File: config.mk
export PLATFORM = sky130hd
export DESIGN_NAME = tpo_top
export DESIGN_NICKNAME = d
export VERILOG_FILES = /design/src/rtl/tpo_pkg.sv /design/src/rtl/tpo_sync.sv /design/src/rtl/tpo_top.sv
export VERILOG_INCLUDE_DIRS = /design/src /design/src/rtl
export SDC_FILE = /design/constraint.sdc
export NUM_CORES = 1
export LEC_CHECK = 0
export BUFFER_PORTS_ARGS = -buffer_cell sky130_fd_sc_hd__buf_2
export CORE_MARGIN = 2
export CORE_UTILIZATION = 32
export DETAILED_ROUTE_END_ITERATION = 10
export SKIP_CTS_REPAIR_TIMING = 1
export SYNTH_ARGS = -nofsm -noshare
export SYNTH_HDL_FRONTEND = slang
export SYNTH_SLANG_ARGS = --single-unit
File: constraint.sdc
create_clock -name sys_clk -period 2.2 [get_ports sys_clk]
set_input_delay 0.22 -clock sys_clk [delete_from_list [all_inputs] [get_ports sys_clk]]
set_output_delay 0.22 -clock sys_clk [all_outputs]
set_load 0.05 [all_outputs]
File: src/rtl/tpo_map.svh
`ifndef TPO_MAP_SVH
`define TPO_MAP_SVH
`define TPO_ADDR_W 8
`define TPO_CTRL_OFS 8'h00
`define TPO_STAT_OFS 8'h04
`define TPO_EMU_OFS 8'h08
`define TPO_CTRL_ROUTE 0
`define TPO_CTRL_SWIRQ 1
`define TPO_CTRL_RST 2'h1
`define TPO_SYNC_W 7
`define TPO_IR_W 4
`define TPO_IR_BYPASS 4'hF
`define TPO_IR_EMU 4'h2
`define TPO_IR_CAPTURE 4'h1
`define TPO_PIN0_VAL 0
`define TPO_PIN0_DRV 1
`define TPO_EMU1_VAL 2
`define TPO_EMU1_DRV 3
`endif

File: src/rtl/tpo_pkg.sv
package tpo_pkg;
  typedef enum logic [3:0] {
    TAP_RESET, TAP_IDLE, TAP_SEL_DR, TAP_CAP_DR, TAP_SH_DR, TAP_EX1_DR, TAP_PAU_DR, TAP_EX2_DR,
    TAP_UPD_DR, TAP_SEL_IR, TAP_CAP_IR, TAP_SH_IR, TAP_EX1_IR, TAP_PAU_IR, TAP_EX2_IR, TAP_UPD_IR
  } tpo_tap_t;
  typedef logic [31:0] tpo_word_t;
endpackage : tpo_pkg

File: src/rtl/tpo_sync.sv
`timescale 1ns/1ps
module tpo_sync #(
  parameter int W = 1
) (
  // Clock
  input wire logic clk,
  // Asynchronous levels in, synchronised out
  input wire logic [W-1:0] d,
  output logic [W-1:0] q
);
  logic [W-1:0] meta_r;
  genvar i;
  generate
    for (i = 0; i < W; i++) begin : g_bit
      always_ff @(posedge clk) begin
        meta_r[i] <= d[i];
        q[i] <= meta_r[i];
      end
    end
  endgenerate
endmodule : tpo_sync

File: src/rtl/tpo_top.sv
`timescale 1ns/1ps
`include "tpo_map.svh"
module tpo_top (
  // Clock and device reset
  input wire logic sys_clk,
  input wire logic reset_n,
  // APB slave
  input wire logic psel,
  input wire logic penable,
  input wire logic pwrite,
  input wire logic [`TPO_ADDR_W-1:0] paddr,
  input wire tpo_pkg::tpo_word_t pwdata,
  output tpo_pkg::tpo_word_t prdata,
  output logic pready,
  output logic pslverr,
  // Core side
  input wire logic host_irq_req,
  input wire logic host_port_rdy_core,
  input wire logic timer1_out,
  output logic host_port_enable,
  output logic scan_mode,
  output logic output_off,
  // Straps and test pins
  input wire logic host_port_enable_strap,
  input wire logic test_rst,
  input wire logic test_clk,
  input wire logic test_mode_sel,
  input wire logic test_din,
  output logic test_dout,
  output logic test_dout_oe_n,
  // Emulator pins
  input wire logic emulator_pin0_in,
  output logic emulator_pin0_out,
  output logic emulator_pin0_oe_n,
  input wire logic emulator_pin1_output_off_in,
  output logic emulator_pin1_output_off_out,
  output logic emulator_pin1_output_off_oe_n,
  // Host port pins
  output logic host_irq_out,
  output logic host_irq_out_oe_n,
  output logic host_port_ready,
  output logic host_port_ready_oe_n
);
  import tpo_pkg::*;

  ////////////////////////////////////////////////////////////////////////////
  // Pin synchronisers
  logic [`TPO_SYNC_W-1:0] pins_s;
  logic strap_s, trst_s, tck_s, tms_s, tdi_s, pin0_s, emu1_s;

  tpo_sync #(.W(`TPO_SYNC_W)) u_sync (
    .clk(sys_clk),
    .d({host_port_enable_strap, test_rst, test_clk, test_mode_sel, test_din,
        emulator_pin0_in, emulator_pin1_output_off_in}),
    .q(pins_s)
  );
  assign {strap_s, trst_s, tck_s, tms_s, tdi_s, pin0_s, emu1_s} = pins_s;

  ////////////////////////////////////////////////////////////////////////////
  // Strap latch and mode
  logic en_r, en_nxt, rst_seen_r, rst_seen_nxt;
  logic scan_r, scan_nxt, off_r, off_nxt;

  always_comb begin
    en_nxt = en_r;
    rst_seen_nxt = 1'b0;
    scan_nxt = trst_s;
    off_nxt = ~trst_s & ~emu1_s;
    if (!reset_n) begin
      en_nxt = 1'b0;
      rst_seen_nxt = 1'b1;
    end else if (rst_seen_r) begin
      // Strap is caught only at the first edge after release
      en_nxt = strap_s;
    end
  end

  always_ff @(posedge sys_clk) begin
    en_r <= en_nxt;
    rst_seen_r <= rst_seen_nxt;
    scan_r <= scan_nxt;
    off_r <= off_nxt;
  end

  assign host_port_enable = en_r;
  assign scan_mode = scan_r;
  assign output_off = off_r;

  ////////////////////////////////////////////////////////////////////////////
  // Test access port, clocked by sampled test clock edges
  logic tck_d_r, tck_rise, tck_fall;
  tpo_tap_t tap_r, tap_nxt;
  logic [`TPO_IR_W-1:0] ir_r, ir_nxt, irsh_r, irsh_nxt;
  logic [3:0] emush_r, emush_nxt, emu_dr_r, emu_dr_nxt;
  logic byp_r, byp_nxt, tdo_r, tdo_nxt, tdo_en_r, tdo_en_nxt;
  logic emu_sel;

  function automatic tpo_tap_t tap_step(input tpo_tap_t s, input logic m);
    unique case (s)
      TAP_RESET: tap_step = m ? TAP_RESET : TAP_IDLE;
      TAP_IDLE: tap_step = m ? TAP_SEL_DR : TAP_IDLE;
      TAP_SEL_DR: tap_step = m ? TAP_SEL_IR : TAP_CAP_DR;
      TAP_CAP_DR: tap_step = m ? TAP_EX1_DR : TAP_SH_DR;
      TAP_SH_DR: tap_step = m ? TAP_EX1_DR : TAP_SH_DR;
      TAP_EX1_DR: tap_step = m ? TAP_UPD_DR : TAP_PAU_DR;
      TAP_PAU_DR: tap_step = m ? TAP_EX2_DR : TAP_PAU_DR;
      TAP_EX2_DR: tap_step = m ? TAP_UPD_DR : TAP_SH_DR;
      TAP_UPD_DR: tap_step = m ? TAP_SEL_DR : TAP_IDLE;
      TAP_SEL_IR: tap_step = m ? TAP_RESET : TAP_CAP_IR;
      TAP_CAP_IR: tap_step = m ? TAP_EX1_IR : TAP_SH_IR;
      TAP_SH_IR: tap_step = m ? TAP_EX1_IR : TAP_SH_IR;
      TAP_EX1_IR: tap_step = m ? TAP_UPD_IR : TAP_PAU_IR;
      TAP_PAU_IR: tap_step = m ? TAP_EX2_IR : TAP_PAU_IR;
      TAP_EX2_IR: tap_step = m ? TAP_UPD_IR : TAP_SH_IR;
      TAP_UPD_IR: tap_step = m ? TAP_SEL_DR : TAP_IDLE;
    endcase
  endfunction : tap_step

  assign tck_rise = tck_s & ~tck_d_r;
  assign tck_fall = ~tck_s & tck_d_r;
  assign emu_sel = (ir_r == `TPO_IR_EMU);

  always_comb begin
    tap_nxt = tap_r;
    ir_nxt = ir_r;
    irsh_nxt = irsh_r;
    emush_nxt = emush_r;
    emu_dr_nxt = emu_dr_r;
    byp_nxt = byp_r;
    tdo_nxt = tdo_r;
    tdo_en_nxt = tdo_en_r;
    if (!reset_n || !trst_s) begin
      // Functional mode holds the port in reset
      tap_nxt = TAP_RESET;
      ir_nxt = `TPO_IR_BYPASS;
      emu_dr_nxt = 4'h0;
      tdo_en_nxt = 1'b0;
      // Known shift contents, so the first fall never puts an unknown on the pin
      byp_nxt = 1'b0;
      emush_nxt = 4'h0;
      tdo_nxt = 1'b0;
    end else if (tck_rise) begin
      tap_nxt = tap_step(tap_r, tms_s);
      unique case (tap_r)
        TAP_RESET: begin
          ir_nxt = `TPO_IR_BYPASS;
          emu_dr_nxt = 4'h0;
        end
        TAP_CAP_IR: irsh_nxt = `TPO_IR_CAPTURE;
        TAP_SH_IR: irsh_nxt = {tdi_s, irsh_r[`TPO_IR_W-1:1]};
        TAP_UPD_IR: ir_nxt = irsh_r;
        TAP_CAP_DR: begin
          byp_nxt = 1'b0;
          emush_nxt = emu_dr_r;
        end
        TAP_SH_DR: begin
          byp_nxt = tdi_s;
          if (emu_sel) begin
            emush_nxt = {tdi_s, emush_r[3:1]};
          end
        end
        TAP_UPD_DR: begin
          if (emu_sel) begin
            emu_dr_nxt = emush_r;
          end
        end
        default: ;
      endcase
    end else if (tck_fall) begin
      // Output moves on falls so the tester samples on rises
      tdo_en_nxt = (tap_r == TAP_SH_DR) || (tap_r == TAP_SH_IR);
      if (tap_r == TAP_SH_IR) begin
        tdo_nxt = irsh_r[0];
      end else begin
        tdo_nxt = emu_sel ? emush_r[0] : byp_r;
      end
    end
  end

  always_ff @(posedge sys_clk) begin
    tck_d_r <= tck_s;
    tap_r <= tap_nxt;
    ir_r <= ir_nxt;
    irsh_r <= irsh_nxt;
    emush_r <= emush_nxt;
    emu_dr_r <= emu_dr_nxt;
    byp_r <= byp_nxt;
    tdo_r <= tdo_nxt;
    tdo_en_r <= tdo_en_nxt;
  end

  ////////////////////////////////////////////////////////////////////////////
  // Pin drivers
  logic [1:0] ctrl_r, ctrl_nxt;
  logic irq_nxt, irq_oe_n_nxt, rdy_nxt, rdy_oe_n_nxt, tdo_oe_n_nxt;
  logic e0_nxt, e0_oe_n_nxt, e1_nxt, e1_oe_n_nxt, irq_src;

  always_comb begin
    irq_src = 1'b1;
    if (en_r) begin
      irq_src = ~(host_irq_req | ctrl_r[`TPO_CTRL_SWIRQ]);
    end else if (ctrl_r[`TPO_CTRL_ROUTE]) begin
      irq_src = timer1_out;
    end
    irq_nxt = reset_n ? irq_src : 1'b1;
    irq_oe_n_nxt = off_nxt;
    rdy_nxt = host_port_rdy_core;
    rdy_oe_n_nxt = off_nxt;
    tdo_oe_n_nxt = off_nxt | ~tdo_en_r;
    e0_nxt = emu_dr_r[`TPO_PIN0_VAL];
    e1_nxt = emu_dr_r[`TPO_EMU1_VAL];
    // Direction comes from the scan chain only in scan mode
    e0_oe_n_nxt = off_nxt | ~trst_s | ~emu_dr_r[`TPO_PIN0_DRV];
    e1_oe_n_nxt = off_nxt | ~trst_s | ~emu_dr_r[`TPO_EMU1_DRV];
  end

  always_ff @(posedge sys_clk) begin
    host_irq_out <= irq_nxt;
    host_irq_out_oe_n <= irq_oe_n_nxt;
    host_port_ready <= rdy_nxt;
    host_port_ready_oe_n <= rdy_oe_n_nxt;
    test_dout <= tdo_r;
    test_dout_oe_n <= tdo_oe_n_nxt;
    emulator_pin0_out <= e0_nxt;
    emulator_pin0_oe_n <= e0_oe_n_nxt;
    emulator_pin1_output_off_out <= e1_nxt;
    emulator_pin1_output_off_oe_n <= e1_oe_n_nxt;
  end

  ////////////////////////////////////////////////////////////////////////////
  // APB registers, zero wait states
  tpo_word_t rd_nxt, prdata_r;
  logic err_nxt, err_r;

  function automatic logic reg_hit(input logic [`TPO_ADDR_W-1:0] a);
    reg_hit = (a == `TPO_CTRL_OFS) || (a == `TPO_STAT_OFS) || (a == `TPO_EMU_OFS);
  endfunction : reg_hit

  always_comb begin
    ctrl_nxt = ctrl_r;
    rd_nxt = prdata_r;
    err_nxt = err_r;
    if (!reset_n) begin
      ctrl_nxt = `TPO_CTRL_RST;
      rd_nxt = 32'h0000_0000;
      err_nxt = 1'b0;
    end else if (psel && !penable) begin
      // Data and error are fixed in setup so the access phase sees flops
      err_nxt = ~reg_hit(paddr);
      unique case (paddr)
        `TPO_CTRL_OFS: rd_nxt = {30'h0000_0000, ctrl_r};
        `TPO_STAT_OFS: rd_nxt = {23'h00_0000, tap_r, emu1_s, pin0_s, off_r, scan_r, en_r};
        `TPO_EMU_OFS: rd_nxt = {28'h000_0000, emu_dr_r};
        default: rd_nxt = 32'h0000_0000;
      endcase
    end else if (psel && penable && pwrite && paddr == `TPO_CTRL_OFS) begin
      ctrl_nxt = pwdata[1:0];
    end
  end

  always_ff @(posedge sys_clk) begin
    ctrl_r <= ctrl_nxt;
    prdata_r <= rd_nxt;
    err_r <= err_nxt;
  end

  assign prdata = prdata_r;
  assign pslverr = err_r & psel & penable;
  assign pready = 1'b1;
endmodule : tpo_top

### Yosys cells after proc, flatten, opt, wreduce, memory -nomap -nowiden

Index checks and enable logic that the tools add are counted.

| cells by class | value |
|---|---|
| eq/ne operators | 20 |
| mux-type cells | 26 |
| bitwise gates (word level) | 22 |
| reduce and logical (&&, ||, !) cells | 27 |

Operator list:

| kind | count |
|---|---|
| case mux 4 bit (12 select lines) | 1 |
| equality test 4 bit, second input constant | 8 |
| case mux 4 bit (2 select lines) | 4 |
| case mux 9 bit (3 select lines) | 1 |
| two-way mux 4 bit | 6 |
| equality test 4 x 3 -> 1 bit, second input constant | 4 |
| equality test 4 x 2 -> 1 bit, second input constant | 3 |
| inverter 1 bit | 12 |
| AND reduction 3 bit | 3 |
| equality test 8 x 3 -> 1 bit, second input constant | 1 |
| equality test 8 x 4 -> 1 bit, second input constant | 1 |
| zero test 8 bit | 1 |
| two-way mux 1 bit | 8 |
| AND reduction 2 bit | 4 |
| nonzero test 2 bit | 4 |
| two-way mux 2 bit | 3 |
| two-way mux 3 bit | 2 |
| bitwise AND 1 bit | 5 |
| OR 1 bit | 5 |
| equality test 4 x 1 -> 1 bit, second input constant | 1 |
| logical AND 1 bit | 4 |
| zero test 4 bit | 1 |
| logical OR 1 bit | 4 |
| inequality test 2 bit, second input constant | 2 |
| other kinds (4) | 7 |

| word-level totals | value |
|---|---|
| register bits | 85 |
| bits of input ports | 55 |
| output and inout bits | 47 |

### Depth between registers and ports, before layout

| depth | value |
|---|---|
| depth in word-level cells | 4 |
| depth in mapped cells | 6 |
| depth with buffers taken out | 4 |

### Modules after synthesis

A second synthesis with hierarchy kept.

| unflattened totals | value |
|---|---|
| cells, all modules | 261 |
| area total of the unflattened synthesis | 2508.7 µm² |

By module, submodules not included:

| module | times used | cells each | area each (µm²) | sequential area each (µm²) |
|---|---|---|---|---|
| tpo_top | 1 | 247 | 2228.4 | 1001.0 |
| tpo_sync | 1 | 14 | 280.3 | 280.3 |

### Least setup slack after synthesis

OpenSTA, ideal clock, no wires.

| path | value |
|---|---|
| path type | register to register |
| from | register tap_r[3] |
| to | register emush_r[0] |
| library setup time | 0.071 ns |
| data arrival time | 1.571 ns |
| required time | 2.129 ns |
| setup slack | 0.559 ns |
| cell stages (with the launch flop) | 6 |
| buffers on the path | 1 |
| period minus slack after synthesis | 1.641 ns |
| cells stage by stage | dfxtp_1 buf_6 nor4b_4 a32oi_2 or3_1 a21oi_1 |

| between the ends | value |
|---|---|
| word-level cells in the longest chain between the ends | 3 |

Ends and longest elaborated chain:

| what | RTL line | source |
|---|---|---|
| start: declaration | tpo_top.sv:92 | `tpo_tap_t tap_r, tap_nxt;` |
| start signal: assignment | tpo_top.sv:182 | `tap_r <= tap_nxt;` |
| equality test 4 x 3 -> 1 bit or equality test 4 x 2 -> 1 bit (tied branches) | tpo_top.sv:144 | `unique case (tap_r)` |
| inequality test 2 bit (no source line) or nonzero test 2 bit (tied branches) | n/a |  |
| AND reduction 3 bit (no source line) | n/a |  |
| end signal: assignment | tpo_top.sv:185 | `emush_r <= emush_nxt;` |
| end: declaration | tpo_top.sv:94 | `logic [3:0] emush_r, emush_nxt, emu_dr_r, emu_dr_nxt;` |

Several ways; a longest one is shown, not always the timed one.
A chain may end at the register's enable or synchronous reset.

### Worst setup path after layout

| path | value |
|---|---|
| from | register tap_r[2] |
| to | register emush_r[0] |

Same word-level chain as after synthesis.

==> summary.txt <==
Run status
  • Status: finished clean

Logic synthesis
  • Sequential element share of the synthesized area: 0.505
  • Synth Instances: 266
  • Register bit total from synthesis: 62
  • Synth warn: 0
  • Count of different cell masters after synthesis: 43
  • Syn avg cell area: 9.54 µm²
  • Synthesized area: 2540 µm²

Place
  • Port bufs: 47
  • DPL Wire Length: 3610 µm
  • Placed instance count: 403
  • RD Place Congestion: 0.751
  • Pre-CTS setup slack: 0.495 ns

Timing
  • PnR worst setup slack: 0.446 ns
  • Clock Skew: 0.00613 ns
  • Least-Margin Pin Slew: 0.692 ns
  • Total negative slack: 0 ns
  • Slew Viols, Final: 0
  • Slew headroom: 0.538
  • Post-layout min period: 1.75 ns
  • Final setup fails: 0
  • Fmax: 570 MHz
  • Tcrit/Tclk final: 0.797
  • RSZ-0062 raised after global routing: false
  • Final hold violation count: 0

Floorplanning
  • Starting Density: 0.330
  • Die footprint: 8660 µm²
  • Die X: 93.0 µm
  • Die Ht: 93.0 µm
  • Row cnt: 32
  • Core Area: 7690 µm²
  • I/O pin cnt: 102

GRT
  • Largest net degree at the start of global routing: 21
  • Total congestion overflow: 0
  • Gr usage total: 0.124
  • First-pass GRT wire length: 8360 µm
  • Vias in the first global route: 1762
  • Initial antenna violation count: 0

Layout
  • Antenna cells: 0
  • Layout cell share with drive strength beyond 1: 0.225
  • Final cell count without fillers: 427
  • Most common cell after layout, fill and taps aside: dfxtp_1
  • Filler Cells Inserted: 786
  • Layout Area Growth over Synthesis: 19.5%
  • Final nets: 375
  • Most frequent cells in the layout: 58 x dfxtp_1, 47 x buf_2, 24 x conb_1

Worst setup path
  • Crit path arrival time: 2.02 ns
  • CP Max Fanout: 11
  • CP Launch Type: register
  • FF-to-FF Start: tap_r[2]
  • WS Path Type: register to register
  • RR Endpoint: emush_r[0]
  • R2R Setup Slk: 0.45 ns
  • Reg2Reg Depth: 5
  • WP data required: 2.47 ns
  • Crit path capture type: register

Clock tree
  • Num CTS Buffers: 9
  • CTS tree: done
  • Clock tree buffer depth: 2
  • Worst-Skew Late Latency: 0.34 ns
  • CTS HTree Levels: 3
  • Clk pin slew, worst setup/hold paths: 0.08 ns
  • Root buffer cell: clkbuf_8
  • Clock sinks: 62

Hold path
  • Hold Path Sink: ctrl_r[0]
  • WHS Path Cells: 3
  • Hold Startpoint: pwdata[0]
  • Tightest Hold Check Type: input pin to register

Routing
  • DR pass1 iterations: 4
  • Residual DRC count: 0
  • DRT Wirelength: 5210 µm
  • Post-route ant nets: 0
  • Initial DRC count: 86
  • Wire per inst: 12.2 µm
  • Via count: 1956
  • Routed vias/inst: 4.58

Pwr
  • Sw Ratio: 0.292
  • Part of the power in registers: 0.510
  • Clock network power share: 0.392
  • Sw power: 0.000673 W
  • PwrDens: 760 nW/µm²
  • Comb pwr share: 0.098
  • Max VDD drop: 0.529 mV
  • P_leak: 1.22 nW
  • Pint: 0.00163 W

Job
  • Max-Cap Viols: 0
## synth_stat cells
cell | n | share of area
or3_1 | 8 | 0.020
nor3_1 | 6 | 0.012
o221a_2 | 1 | 0.0044
nor4bb_1 | 1 | 0.0039
a222oi_1 | 1 | 0.0039
and4b_1 | 1 | 0.0039
nand3b_1 | 1 | 0.0030
o21ai_1 | 12 | 0.024
and4_1 | 1 | 0.0035
buf_2 | 2 | 0.0039
dfxtp_1 | 58 | 0.46
buf_1 | 1 | 0.0015
or3b_1 | 2 | 0.0069
mux2i_1 | 9 | 0.036
nor4b_1 | 1 | 0.0035
a2bb2oi_1 | 2 | 0.0069
edfxtp_1 | 4 | 0.047
a21oi_1 | 15 | 0.030
a31oi_1 | 2 | 0.0049
o211a_1 | 1 | 0.0039
nor4_1 | 4 | 0.0099
mux2_2 | 1 | 0.0044
a22oi_1 | 7 | 0.021
a21boi_0 | 1 | 0.0030
inv_1 | 5 | 0.0074
nand2b_1 | 9 | 0.022
and3_1 | 2 | 0.0049
nor4b_4 | 1 | 0.0094
nand4_1 | 2 | 0.0049
buf_6 | 1 | 0.0044
a32oi_2 | 1 | 0.0064
nand2_1 | 19 | 0.028
o21ai_0 | 9 | 0.018
xnor2_1 | 1 | 0.0035
o22a_1 | 4 | 0.014
nor2b_1 | 5 | 0.012
buf_4 | 26 | 0.077
conb_1 | 2 | 0.0030
nor2_1 | 14 | 0.021
clkbuf_1 | 10 | 0.015
nand3_1 | 6 | 0.012
and2_1 | 4 | 0.0099
a221oi_1 | 3 | 0.010
## area by class of cell
type                            instances  area [µm²]  share of cell area
Sequential cell                        62        1280               0.422
Multi-Input combinational cell        181        1060               0.350
Timing Repair Buffer                   61         360               0.119
Inverter                                5        18.8             0.00619
Clock inverter                          7        58.8              0.0194
Clock buffer                            9         124              0.0408
Tap cell                              102         128              0.0421
## sequential cells by signal (all words and copies together) (netlist names), 2 cells and up
name	cells
u_sync.meta_r	7
tap_r	4
ctrl_r	2
u_sync.q	7
prdata	9
ir_r	4
irsh_r	4
emush_r	4
emu_dr_r	4
## how the worst max path moves through the flow
stage	slack, ns	cells after the start	to	startpoint
4_1_cts	0.46	5	emush_r[0]	tap_r[2]
5_1_grt	0.33	3	emush_r[3]	tap_r[0]
2_1_floorplan	0.56	5	emush_r[0]	tap_r[3]
3_5_place_dp	0.50	5	emush_r[1]	tap_r[2]
6_report	0.45	5	emush_r[0]	tap_r[2]
3_3_place_gp	0.47	3	irsh_r[0]	tap_r[1]
## per-stage QoR
stage	utilization	area (µm²)	hold WS [ns]	total power (W)
2_1_floorplan	-	2620	0.248	0.00140
3_3_place_gp	0.360	2770	0.311	0.00141
3_5_place_dp	0.360	2770	0.312	0.00142
4_1_cts	0.384	2950	-0.0376	0.00232
5_1_grt	0.395	3030	0.104	0.00239
6_report	0.395	3030	0.0948	0.00231
## critical path, stage by stage (launching register included)
cell and delay, ns:
dfxtp_1 0.41, buf_4 0.21, nor2_1 0.27, a32oi_2 0.24, or3_1 0.42, a21oi_1 0.14
## power groups by stage
stage / sequential, W / combinational [W] / clock, W
2_1_floorplan: 0.00121 / 0.000191 / 0
3_3_place_gp: 0.00120 / 0.000214 / 0
3_5_place_dp: 0.00120 / 0.000215 / 0
4_1_cts: 0.00118 / 0.000215 / 0.000926
5_1_grt: 0.00118 / 0.000242 / 0.000968
6_report: 0.00118 / 0.000226 / 0.000904
## kinds of logic after synthesis
| family | after synthesis | share of synthesized area |
|---|---|---|
| simple gates | 87 | 0.190 |
| xor+xnor | 1 | 0.00345 |
| flops | 62 | 0.505 |
| compound gates | 59 | 0.149 |
| buf+inv | 45 | 0.109 |
| mux | 10 | 0.0399 |
| other cells | 2 | 0.00296 |
## metal layers
| metal | up-vias | routed length, µm | part of all wire | global-route usage |
|---|---|---|---|---|
| met5 | - | 0 | 0 | 0 |
| met4 | 0 | 127 | 0.024 | 0.0662 |
| met3 | 13 | 193 | 0.037 | 0.0306 |
| met1 | 897 | 2520 | 0.48 | 0.167 |
| met2 | 50 | 2370 | 0.45 | 0.182 |
| li1 | 996 | - | - | - |
Note: power is estimated with default switching activity, not from simulation.
